**src/logic/itm16_consts.vh**
```
// Constants for the 16-bit interval timer.
// Assumes byte addressing on a 32-bit classic Wishbone bus.
`ifndef ITM16_CONSTS_VH
`define ITM16_CONSTS_VH
// =====================================
// Register byte offsets
`define ITM16_OFS_COUNT   4'h0
`define ITM16_OFS_COMPARE 4'h4
`define ITM16_OFS_CONTROL 4'h8
// =====================================
// Control field positions
`define ITM16_CTL_SEL_LO  0
`define ITM16_CTL_SEL_HI  2
`define ITM16_CTL_RUN     6
`define ITM16_CTL_CLKEN   7
// =====================================
// Reset values
`define ITM16_RST_COUNT   16'h0000
`define ITM16_RST_COMPARE 16'h0000
`define ITM16_RST_CONTROL 8'h00
// =====================================
// Timing
`define ITM16_SYNC_CLKS   4
`define ITM16_PRE_MIN_LOG 2
`endif

```
**src/logic/itm16_timer.v**
```verilog
// 16-bit interval timer with one double-buffered compare register.
// Assumes a classic Wishbone master on i_clock, 32-bit data.
//
// Functional notes
// [RULE_01] One 16-bit up-counter, one compare, one irq
// [RULE_02] Tick from prescaler, eight ratios fxx/4..fxx/512
// [RULE_03] Software keeps tick rate at 16 MHz max
// [RULE_04] Count register is read-only, writes ignored
// [RULE_05] Counting only while run bit set
// [RULE_06] Counter zero on reset, disables, match, overflow
// [RULE_07] Clock-enable low resets timer immediately
// [RULE_08] Run-bit, match and overflow clears are synchronous
// [RULE_09] Run bit takes effect within four clocks
// [RULE_10] Match raises irq, clears on next tick
// [RULE_11] Compare master written, slave compared, master read
// [RULE_12] Compare value reaches comparator within four clocks
// [RULE_13] Software spaces compare writes four clocks apart
// [RULE_14] Software writes compare once per count cycle
// [RULE_15] Compare below count matches only after wrap
// [RULE_16] Zero compare matches after overflow, once only
// [RULE_17] Software changes prescaler only while stopped
// [RULE_18] Software sets clock-enable alone first
// [RULE_19] Restart: clear run, wait four clocks
// [RULE_20] Compare word access only, control byte access
// [RULE_21] Increment per tick, wrap FFFFH to zero
// [RULE_22] Irq is one system-clock pulse per match
`timescale 1ns/1ps
`include "itm16_consts.vh"

module itm16_timer (
  input  wire        i_clock,
  input  wire        i_rst,
  input  wire        i_wb_cyc,
  input  wire        i_wb_stb,
  input  wire        i_wb_we,
  input  wire [3:0]  i_wb_adr,
  input  wire [3:0]  i_wb_sel,
  input  wire [31:0] i_wb_dat,
  output reg  [31:0] o_wb_dat,
  output reg         o_wb_ack,
  output wire        o_wb_err,
  output reg         o_compare_match_irq
);

  // =====================================
  // Bus decode
  reg         err_r;
  wire        req_w     = i_wb_cyc & i_wb_stb & ~o_wb_ack & ~err_r;
  wire        hit_count = (i_wb_adr == `ITM16_OFS_COUNT);
  wire        hit_comp  = (i_wb_adr == `ITM16_OFS_COMPARE);
  wire        hit_ctl   = (i_wb_adr == `ITM16_OFS_CONTROL);
  // Compare needs both low lanes, control uses lane 0 only
  wire        comp_ok   = (i_wb_sel[1:0] == 2'h3); // RULE_20
  wire        bad_w     = ~(hit_count | hit_comp | hit_ctl) |
                          (hit_comp & ~comp_ok);
  wire        wr_comp   = req_w & i_wb_we & hit_comp & comp_ok; // RULE_20
  wire        wr_ctl    = req_w & i_wb_we & hit_ctl & i_wb_sel[0]; // RULE_20

  // =====================================
  // Control register
  reg  [7:0]  control_r;
  reg  [7:0]  control_nxt;
  wire        clken_w   = control_r[`ITM16_CTL_CLKEN];
  wire        run_w     = control_r[`ITM16_CTL_RUN];
  wire [2:0]  sel_w     = control_r[`ITM16_CTL_SEL_HI:`ITM16_CTL_SEL_LO];

  always @*
  begin
    control_nxt = control_r;
    if (wr_ctl)
    begin
      control_nxt = i_wb_dat[7:0];
    end
  end

  always @(posedge i_clock)
  begin
    if (i_rst)
    begin
      control_r <= `ITM16_RST_CONTROL;
    end
    else
    begin
      control_r <= control_nxt;
    end
  end

  // Clock-enable low clears the timer core at once, with no edge;
  // it comes straight from a flop, so it cannot glitch. System
  // reset clears the control register and so reaches the core too.
  wire        core_clr_w = ~clken_w; // RULE_07

  // =====================================
  // Run bit and compare transfer pipelines
  reg  [`ITM16_SYNC_CLKS-2:0] run_pipe_r;
  wire        run_int_w = run_pipe_r[`ITM16_SYNC_CLKS-2];
  reg  [15:0] comp_master_r;
  reg  [15:0] comp_slave_r;
  reg  [`ITM16_SYNC_CLKS-2:0] comp_pend_r;

  always @(posedge i_clock or posedge core_clr_w)
  begin
    if (core_clr_w)
    begin
      run_pipe_r <= {(`ITM16_SYNC_CLKS-1){1'b0}};
    end
    else
    begin
      // Three stages plus control flop gives four clocks
      run_pipe_r <= {run_pipe_r[`ITM16_SYNC_CLKS-3:0], run_w}; // RULE_09
    end
  end

  always @(posedge i_clock or posedge core_clr_w)
  begin
    if (core_clr_w)
    begin
      comp_pend_r <= {(`ITM16_SYNC_CLKS-1){1'b0}};
    end
    else
    begin
      comp_pend_r <= {comp_pend_r[`ITM16_SYNC_CLKS-3:0], wr_comp};
    end
  end

  always @(posedge i_clock or posedge core_clr_w)
  begin
    if (core_clr_w)
    begin
      comp_master_r <= `ITM16_RST_COMPARE;
    end
    else if (wr_comp)
    begin
      comp_master_r <= i_wb_dat[15:0]; // RULE_11
    end
  end

  always @(posedge i_clock or posedge core_clr_w)
  begin
    if (core_clr_w)
    begin
      comp_slave_r <= `ITM16_RST_COMPARE;
    end
    else if (comp_pend_r[`ITM16_SYNC_CLKS-2])
    begin
      comp_slave_r <= comp_master_r; // RULE_11 RULE_12
    end
  end

  // =====================================
  // Prescaler
  reg  [8:0]  pre_r;
  reg         tick_r;
  wire [8:0]  pre_mask_w = (9'h001 << (sel_w + `ITM16_PRE_MIN_LOG)) -
                           9'h001; // RULE_02

  always @(posedge i_clock or posedge core_clr_w)
  begin
    if (core_clr_w)
    begin
      pre_r <= 9'h000;
    end
    else if (~run_int_w)
    begin
      // Held at zero while stopped so a restart is a clean period
      pre_r <= 9'h000;
    end
    else
    begin
      pre_r <= (pre_r + 9'h001) & pre_mask_w;
    end
  end

  always @(posedge i_clock or posedge core_clr_w)
  begin
    if (core_clr_w)
    begin
      tick_r <= 1'b0;
    end
    else if (~run_int_w)
    begin
      tick_r <= 1'b0;
    end
    else
    begin
      tick_r <= ((pre_r & pre_mask_w) == pre_mask_w); // RULE_02
    end
  end

  // =====================================
  // Counter and compare
  reg  [15:0] count_r;
  reg  [15:0] count_nxt;
  reg         clr_pend_r;
  reg         clr_pend_nxt;
  reg         match_nxt;
  // Start value is not judged; only a value reached by counting
  reg         counted_r;
  reg         counted_nxt;

  always @*
  begin
    count_nxt    = count_r;
    clr_pend_nxt = clr_pend_r;
    counted_nxt  = counted_r;
    match_nxt    = 1'b0;
    if (tick_r)
    begin
      if (clr_pend_r)
      begin
        // Clear after match; a zero reached this way is not judged
        count_nxt    = 16'h0000; // RULE_10 RULE_08 RULE_16
        clr_pend_nxt = 1'b0;
        counted_nxt  = 1'b0;
      end
      else
      begin
        // Wrap on overflow; low compare waits for the wrap
        count_nxt   = count_r + 16'h0001; // RULE_21 RULE_15 RULE_06
        counted_nxt = 1'b1;
      end
    end
    if (counted_r & ~clr_pend_r & (count_r == comp_slave_r) &
        ~(tick_r & clr_pend_r))
    begin
      // Compare is judged on every clock while no clear is pending
      if (~clr_pend_r)
      begin
        match_nxt    = 1'b1; // RULE_10 RULE_16
        clr_pend_nxt = 1'b1;
      end
    end
  end

  always @(posedge i_clock or posedge core_clr_w)
  begin
    if (core_clr_w)
    begin
      count_r <= `ITM16_RST_COUNT; // RULE_06
    end
    else if (~run_int_w)
    begin
      // Stop clears synchronously
      count_r <= `ITM16_RST_COUNT; // RULE_05 RULE_08
    end
    else
    begin
      count_r <= count_nxt; // RULE_01
    end
  end

  always @(posedge i_clock or posedge core_clr_w)
  begin
    if (core_clr_w)
    begin
      clr_pend_r <= 1'b0;
    end
    else if (~run_int_w)
    begin
      clr_pend_r <= 1'b0;
    end
    else
    begin
      clr_pend_r <= clr_pend_nxt;
    end
  end

  always @(posedge i_clock or posedge core_clr_w)
  begin
    if (core_clr_w)
    begin
      counted_r <= 1'b0;
    end
    else if (~run_int_w)
    begin
      counted_r <= 1'b0;
    end
    else
    begin
      counted_r <= counted_nxt;
    end
  end

  always @(posedge i_clock or posedge core_clr_w)
  begin
    if (core_clr_w)
    begin
      o_compare_match_irq <= 1'b0;
    end
    else if (~run_int_w)
    begin
      o_compare_match_irq <= 1'b0;
    end
    else
    begin
      o_compare_match_irq <= match_nxt; // RULE_22
    end
  end

  // =====================================
  // Bus answer, one wait state
  reg  [31:0] rd_nxt;

  always @*
  begin
    rd_nxt = 32'h00000000;
    if (hit_count)
    begin
      rd_nxt = {16'h0000, count_r}; // RULE_04
    end
    else if (hit_comp)
    begin
      rd_nxt = {16'h0000, comp_master_r}; // RULE_11
    end
    else if (hit_ctl)
    begin
      rd_nxt = {24'h000000, control_r};
    end
  end

  always @(posedge i_clock)
  begin
    if (i_rst)
    begin
      o_wb_ack <= 1'b0;
    end
    else
    begin
      // A held request is not answered on two clocks in a row
      o_wb_ack <= req_w & ~bad_w;
    end
  end

  always @(posedge i_clock)
  begin
    if (i_rst)
    begin
      err_r <= 1'b0;
    end
    else
    begin
      err_r <= req_w & bad_w;
    end
  end

  always @(posedge i_clock)
  begin
    if (i_rst)
    begin
      o_wb_dat <= 32'h00000000;
    end
    else if (req_w & ~i_wb_we)
    begin
      // Read data holds until the next read
      o_wb_dat <= rd_nxt;
    end
  end

  assign o_wb_err = err_r;

endmodule // itm16_timer

```
**config.mk**
```make
export PLATFORM = sky130hd
export DESIGN_NAME = itm16_timer
export DESIGN_NICKNAME = d
export VERILOG_FILES = /design/src/logic/itm16_timer.v
export VERILOG_INCLUDE_DIRS = /design/src /design/src/logic
export SDC_FILE = /design/constraint.sdc
export NUM_CORES = 1
export LEC_CHECK = 0
export ABC_AREA = 1
export BUFFER_PORTS_ARGS = -buffer_cell sky130_fd_sc_hd__buf_2
export CORE_ASPECT_RATIO = 1.1
export CORE_UTILIZATION = 55
export CTS_BUF_LIST = sky130_fd_sc_hd__clkbuf_8
export DETAILED_ROUTE_END_ITERATION = 8
export GPL_ROUTABILITY_DRIVEN = 1
export PLACE_DENSITY = 0.78
export SYNTH_ARGS = -nofsm -noshare
export SYNTH_HDL_FRONTEND = slang
export SYNTH_SLANG_ARGS = --single-unit
```
**constraint.sdc**
```tcl
create_clock -name i_clock -period 2.65 [get_ports i_clock]
set_input_delay 0.265 -clock i_clock [delete_from_list [all_inputs] [get_ports i_clock]]
set_output_delay 0.265 -clock i_clock [all_outputs]
set_load 0.02 [all_outputs]
```
Word-level counts from Yosys, hierarchy flattened --
Index checks and enable logic that the tools add are counted. Widths: inputs -> output; s select.
Operators by class: order comparisons 0, shift operators 1, div/mod/pow operators 0, reduce and logical (&&, ||, !) cells 1, multiply operators 0, equality and inequality tests 6, multiplexer cells 17, add/subtract/negate cells 4, bitwise gates (word level) 29
Operator list (count):
- $mux 16 | 5
- $and 9x9->9 | 2
- $add 16x1->16 const B | 1
- $and 1x1->1 | 16
- $eq 16x16->1 | 1
- $mux 1 | 10
- $add 9x1->9 const B | 1
- $eq 9x9->1 | 1
- $mux 9 | 1
- $shl 1x4->9 const A | 1
- $sub 9x1->9 const B | 1
- $mux 8 | 1
- $not 1->1 | 8
- $add 3x2->4 const B | 1
- $eq 4x3->1 const B | 1
- $eq 4x4->1 const B | 1
- $logic_not 4->1 | 1
- $or 1x1->1 | 3
- $eq 2x2->1 const B | 1
- $ne 2x1->1 const B | 1
Word-level totals: flip-flop bits (word level) 109, word-level logic and storage cells 72, ROM bits 0, latch bits 0, memories kept 0, output and inout port bits 35, RAM bits 0

Longest topological paths before layout --
word-level depth 7, gate-level depth with buffers 9, gate-level depth less buffers 9

Worst setup path before layout --
Ideal clock, no wire load.
kind register -> register, start reg control_r[7], end reg o_wb_dat[7], stages on the path, launching flop included 5, buffers on the path 0, arrival time 2315 ps, setup time 64 ps, slack 271 ps, path through dfxtp_1 inv_1 o22ai_1 nor2_1 nor2_1
On the way: word-level cells in the longest chain between the ends 3
Ends and longest elaborated chain:
- start, declared | RTL line itm16_timer.v:61 | reg [7:0] control_r;
- start signal, assigned | RTL line itm16_timer.v:80 | control_r <= `ITM16_RST_CONTROL;
- start signal, assigned | RTL line itm16_timer.v:84 | control_r <= control_nxt;
- $mux 8 | RTL line itm16_timer.v:315 | else if (hit_ctl)
- $mux 16 | RTL line itm16_timer.v:311 | else if (hit_comp)
- $mux 16 | RTL line itm16_timer.v:307 | if (hit_count)
- end signal, assigned | RTL line itm16_timer.v:355 | o_wb_dat <= rd_nxt;
- end, declared | RTL line itm16_timer.v:39 | output reg [31:0] o_wb_dat,
No other way between the ends. A chain may end at the register's enable or synchronous reset.

Worst setup path after layout --
start reg control_r[1], end reg tick_r
On the way: word-level cells in the longest chain between the ends 6
Ends and longest elaborated chain:
- $add 3x2->4 (no line) *
- $shl 1x4->9 * | RTL line itm16_timer.v:154 | wire [8:0] pre_mask_w = (9'h001 << (sel_w + `ITM16_PRE_MIN_LOG)) -
- $sub 9x1->9 * | RTL line itm16_timer.v:154
- $and 9x9->9 | RTL line itm16_timer.v:186 | tick_r <= ((pre_r & pre_mask_w) == pre_mask_w);
- $eq 9x9->1 * | RTL line itm16_timer.v:186
- $mux 1 * | RTL line itm16_timer.v:180 | else if (~run_int_w)
- end signal, assigned | RTL line itm16_timer.v:186
- end, declared | RTL line itm16_timer.v:153 | reg tick_r;
Mark *: on every way between the ends. The rest lies on a longest branch, timed or not.

==> flow_summary.json <==
{
  "status": "complete, no violations",
  "hp-class": "in2reg",
  "cap_violations": 0,
  "grt_pass1_wl_mm": 17.3,
  "fin_crit_sh_pct": 69.0,
  "cts-root-buf": "clkbuf_8",
  "drtIter0Drc": 228,
  "p_leak_nw": 2.44,
  "internal_power_mw": 2.05,
  "synth_area_sq_um": 4650,
  "cts_setup_buffers": 0,
  "routed_via_density": 5.44,
  "synth_most_common_cell": "nand2_1",
  "antenna_left": 0,
  "cts.reportedPaths.clkPinSlew_ns": 0.10,
  "ys_seq_area_share_pct": 47.3,
  "p_clk_share_pct": 39.7,
  "ys_async_sr_fraction_pct": 72.0,
  "io_pins": 80,
  "hold_viol": 0,
  "core_area_sq_um": 8040,
  "finalPower_mw": 2.73,
  "placement.io_buffers": 45,
  "num_antenna_cells": 0,
  "holdBufCountCts": 0,
  "die_w_um": 89.6,
  "antenna_found_initial": 0,
  "relSlewSlack_pct": 43.9,
  "skew_ns": 0.0111,
  "area_growth_pct": 9.99,
  "fill_cells": 711,
  "place_congestion": 0.889,
  "drive_gt1_share_pct": 12.8,
  "design.die.area_sq_um": 8820,
  "post-dp-hpwl_mm": 7.19,
  "grt_max_degree": 68,
  "wl_per_cell_um": 13.7,
  "synth_cell_types": 41,
  "clk_path_buf_depth": 2,
  "finalSetupViolCount": 0,
  "peakVddDrop_uv": 361,
  "synth_top_area_share_pct": 36.1,
  "drc": 0,
  "cts.htree.levels": 3,
  "end_kind": "flip-flop",
  "p_per_area_nw_per_um2": 534,
  "startpoint_type": "flip-flop",
  "grt_overflow": 0,
  "drt_pass1_iterations": 6,
  "die_h_um": 98.4,
  "worst-setup-path-type": "reg2reg",
  "tightest_slew_ns": 0.842,
  "setup_tns_ns": 0,
  "yosysTopAreaCell": "dfrtp_1",
  "cts_made_buffers": 9,
  "cts_resized": 0,
  "slew_viol_final": 0,
  "combinationalPowerShare_pct": 6.4,
  "cts_tree": "yes",
  "ys_ff_latch": 93,
  "crit_path_max_fanout": 8,
  "synth.avg_cell_area_sq_um": 7.89,
  "required_ns": 2.95,
  "swShare_pct": 24.8,
  "rsz0062_at_grt": "no",
  "ff2ff_setup_slack_ns": 0.82,
  "p_switching_uw": 678,
  "fin_crit_ns": 1.83,
  "grt_pass1_vias": 3629,
  "clock_latency_ns": 0.36,
  "worst-endpoint-arrival_ns": 2.13,
  "netlist_top_cells_count": "nand2_1 (125), nor2_1 (76), dfrtp_1 (67)",
  "synth_edf_count": 0,
  "max_freq_ghz": 0.547,
  "initial_utilization_pct": 57.8,
  "seq_power_share_pct": 53.9,
  "num_rows": 34,
  "synth_flop_cell": "dfrtp_1",
  "final_core_util_pct": 63.6,
  "vias": 4040,
  "ys_warn_count": 0,
  "grt_usage_pct": 25.4,
  "syn-instance-count": 589,
  "routed_wl_mm": 10.2,
  "hold_ws_ns": 0.0859,
  "cts_sinks": 93,
  "ys_top_cells_by_area": "dfrtp_1 (36%), dfxtp_1 (11%), nand2_1 (10%), nor2_1 (6.1%), o21ai_0 (5.7%)",
  "final_nets": 683
}
## power groups by stage
stage          clock network (mW)  logic, mW  registers, mW
2_1_floorplan                   0      0.119           1.51
3_3_place_gp                    0      0.169           1.50
3_5_place_dp                    0      0.174           1.50
4_1_cts                      1.09      0.175           1.47
5_1_grt                      1.14      0.196           1.48
6_report                     1.08      0.175           1.47
## path summary, 6_finish.rpt
kind                       depth (start not counted)                 to      startpoint
min reg2reg                                        0     comp_pend_r[2]  comp_pend_r[1]
min                                                3  comp_master_r[10]    i_wb_dat[10]
max in group asynchronous                          1   comp_slave_r[12]    control_r[7]
max                                                8             tick_r    control_r[1]
max reg2reg                                        8             tick_r    control_r[1]
min in group asynchronous                          1    comp_slave_r[3]    control_r[7]
## cell type report
cell class	count	area, sq um	share of cell area, %
Multi-Input combinational cell	413	2050	40.2
Tap cell	108	135	2.64
Clock inverter	7	109	2.13
Clock buffer	9	124	2.42
Timing Repair Buffer	48	248	4.85
Sequential cell	93	2200	43.0
Inverter	65	244	4.77
## sequential cells by signal, summed over array words and instances (netlist names)
name and cells:
counted_r 1, control_r 8, comp_slave_r 16, count_r 16, o_wb_err 1, o_compare_match_irq 1
comp_pend_r 3, run_pipe_r 3, clr_pend_r 1, o_wb_ack 1, o_wb_dat 16, tick_r 1
pre_r 9, comp_master_r 16
## critical path, cell delays in order (launching register included)
cell and delay, ns:
dfxtp_1 0.41, inv_1 0.19, ha_1 0.38, inv_1 0.12, nand2_1 0.10, o21ai_0 0.21, xnor2_1 0.19, nor2_1 0.07
nor2_1 0.09
## metal layers
layer	track usage, %	vias up	share of wire (%)
met5	0	-	0
met3	3.97	17	5.5
met1	36.3	1896	45
met2	38.8	150	48
li1	-	1977	-
met4	9.16	0	1.8
## placed cells by master, fill, tap and decap left out, types with 10 or more instances in the layout
master	netlist	final
a21oi_1	22	22
a31oi_1	10	10
buf_2	5	45
conb_1	1	16
dfrtp_1	67	67
dfxtp_1	26	25
inv_1	60	60
nand2_1	125	125
nand3_1	26	26
nand4_1	17	17
nor2_1	76	76
o21ai_0	53	53
o22ai_1	14	14
## logic make-up after synthesis
logic type                 Yosys count  share of synthesized area, %
AOI/OAI and AO/OA                  108                          12.8
xor gates and xnor gates            12                          2.26
adders and majority gates            8                          2.15
buffers and inverters               98                          9.75
DFF                                 93                          47.3
muxes                                2                         0.485
other                                1                        0.0807
and+or+nand+nor                    267                          25.2
## through the flow
step | instance area [sq um] | setup slack (ns) | cells
after detailed placement | 4880 | 0.845 | 727
after global routing | 5110 | 0.661 | 743
after floorplan | 4700 | 0.271 | 604
final | 5110 | 0.820 | 743
after CTS | 5110 | 0.834 | 743
after global placement | 4880 | 0.903 | 727
Power figures use the tool's default switching activity.
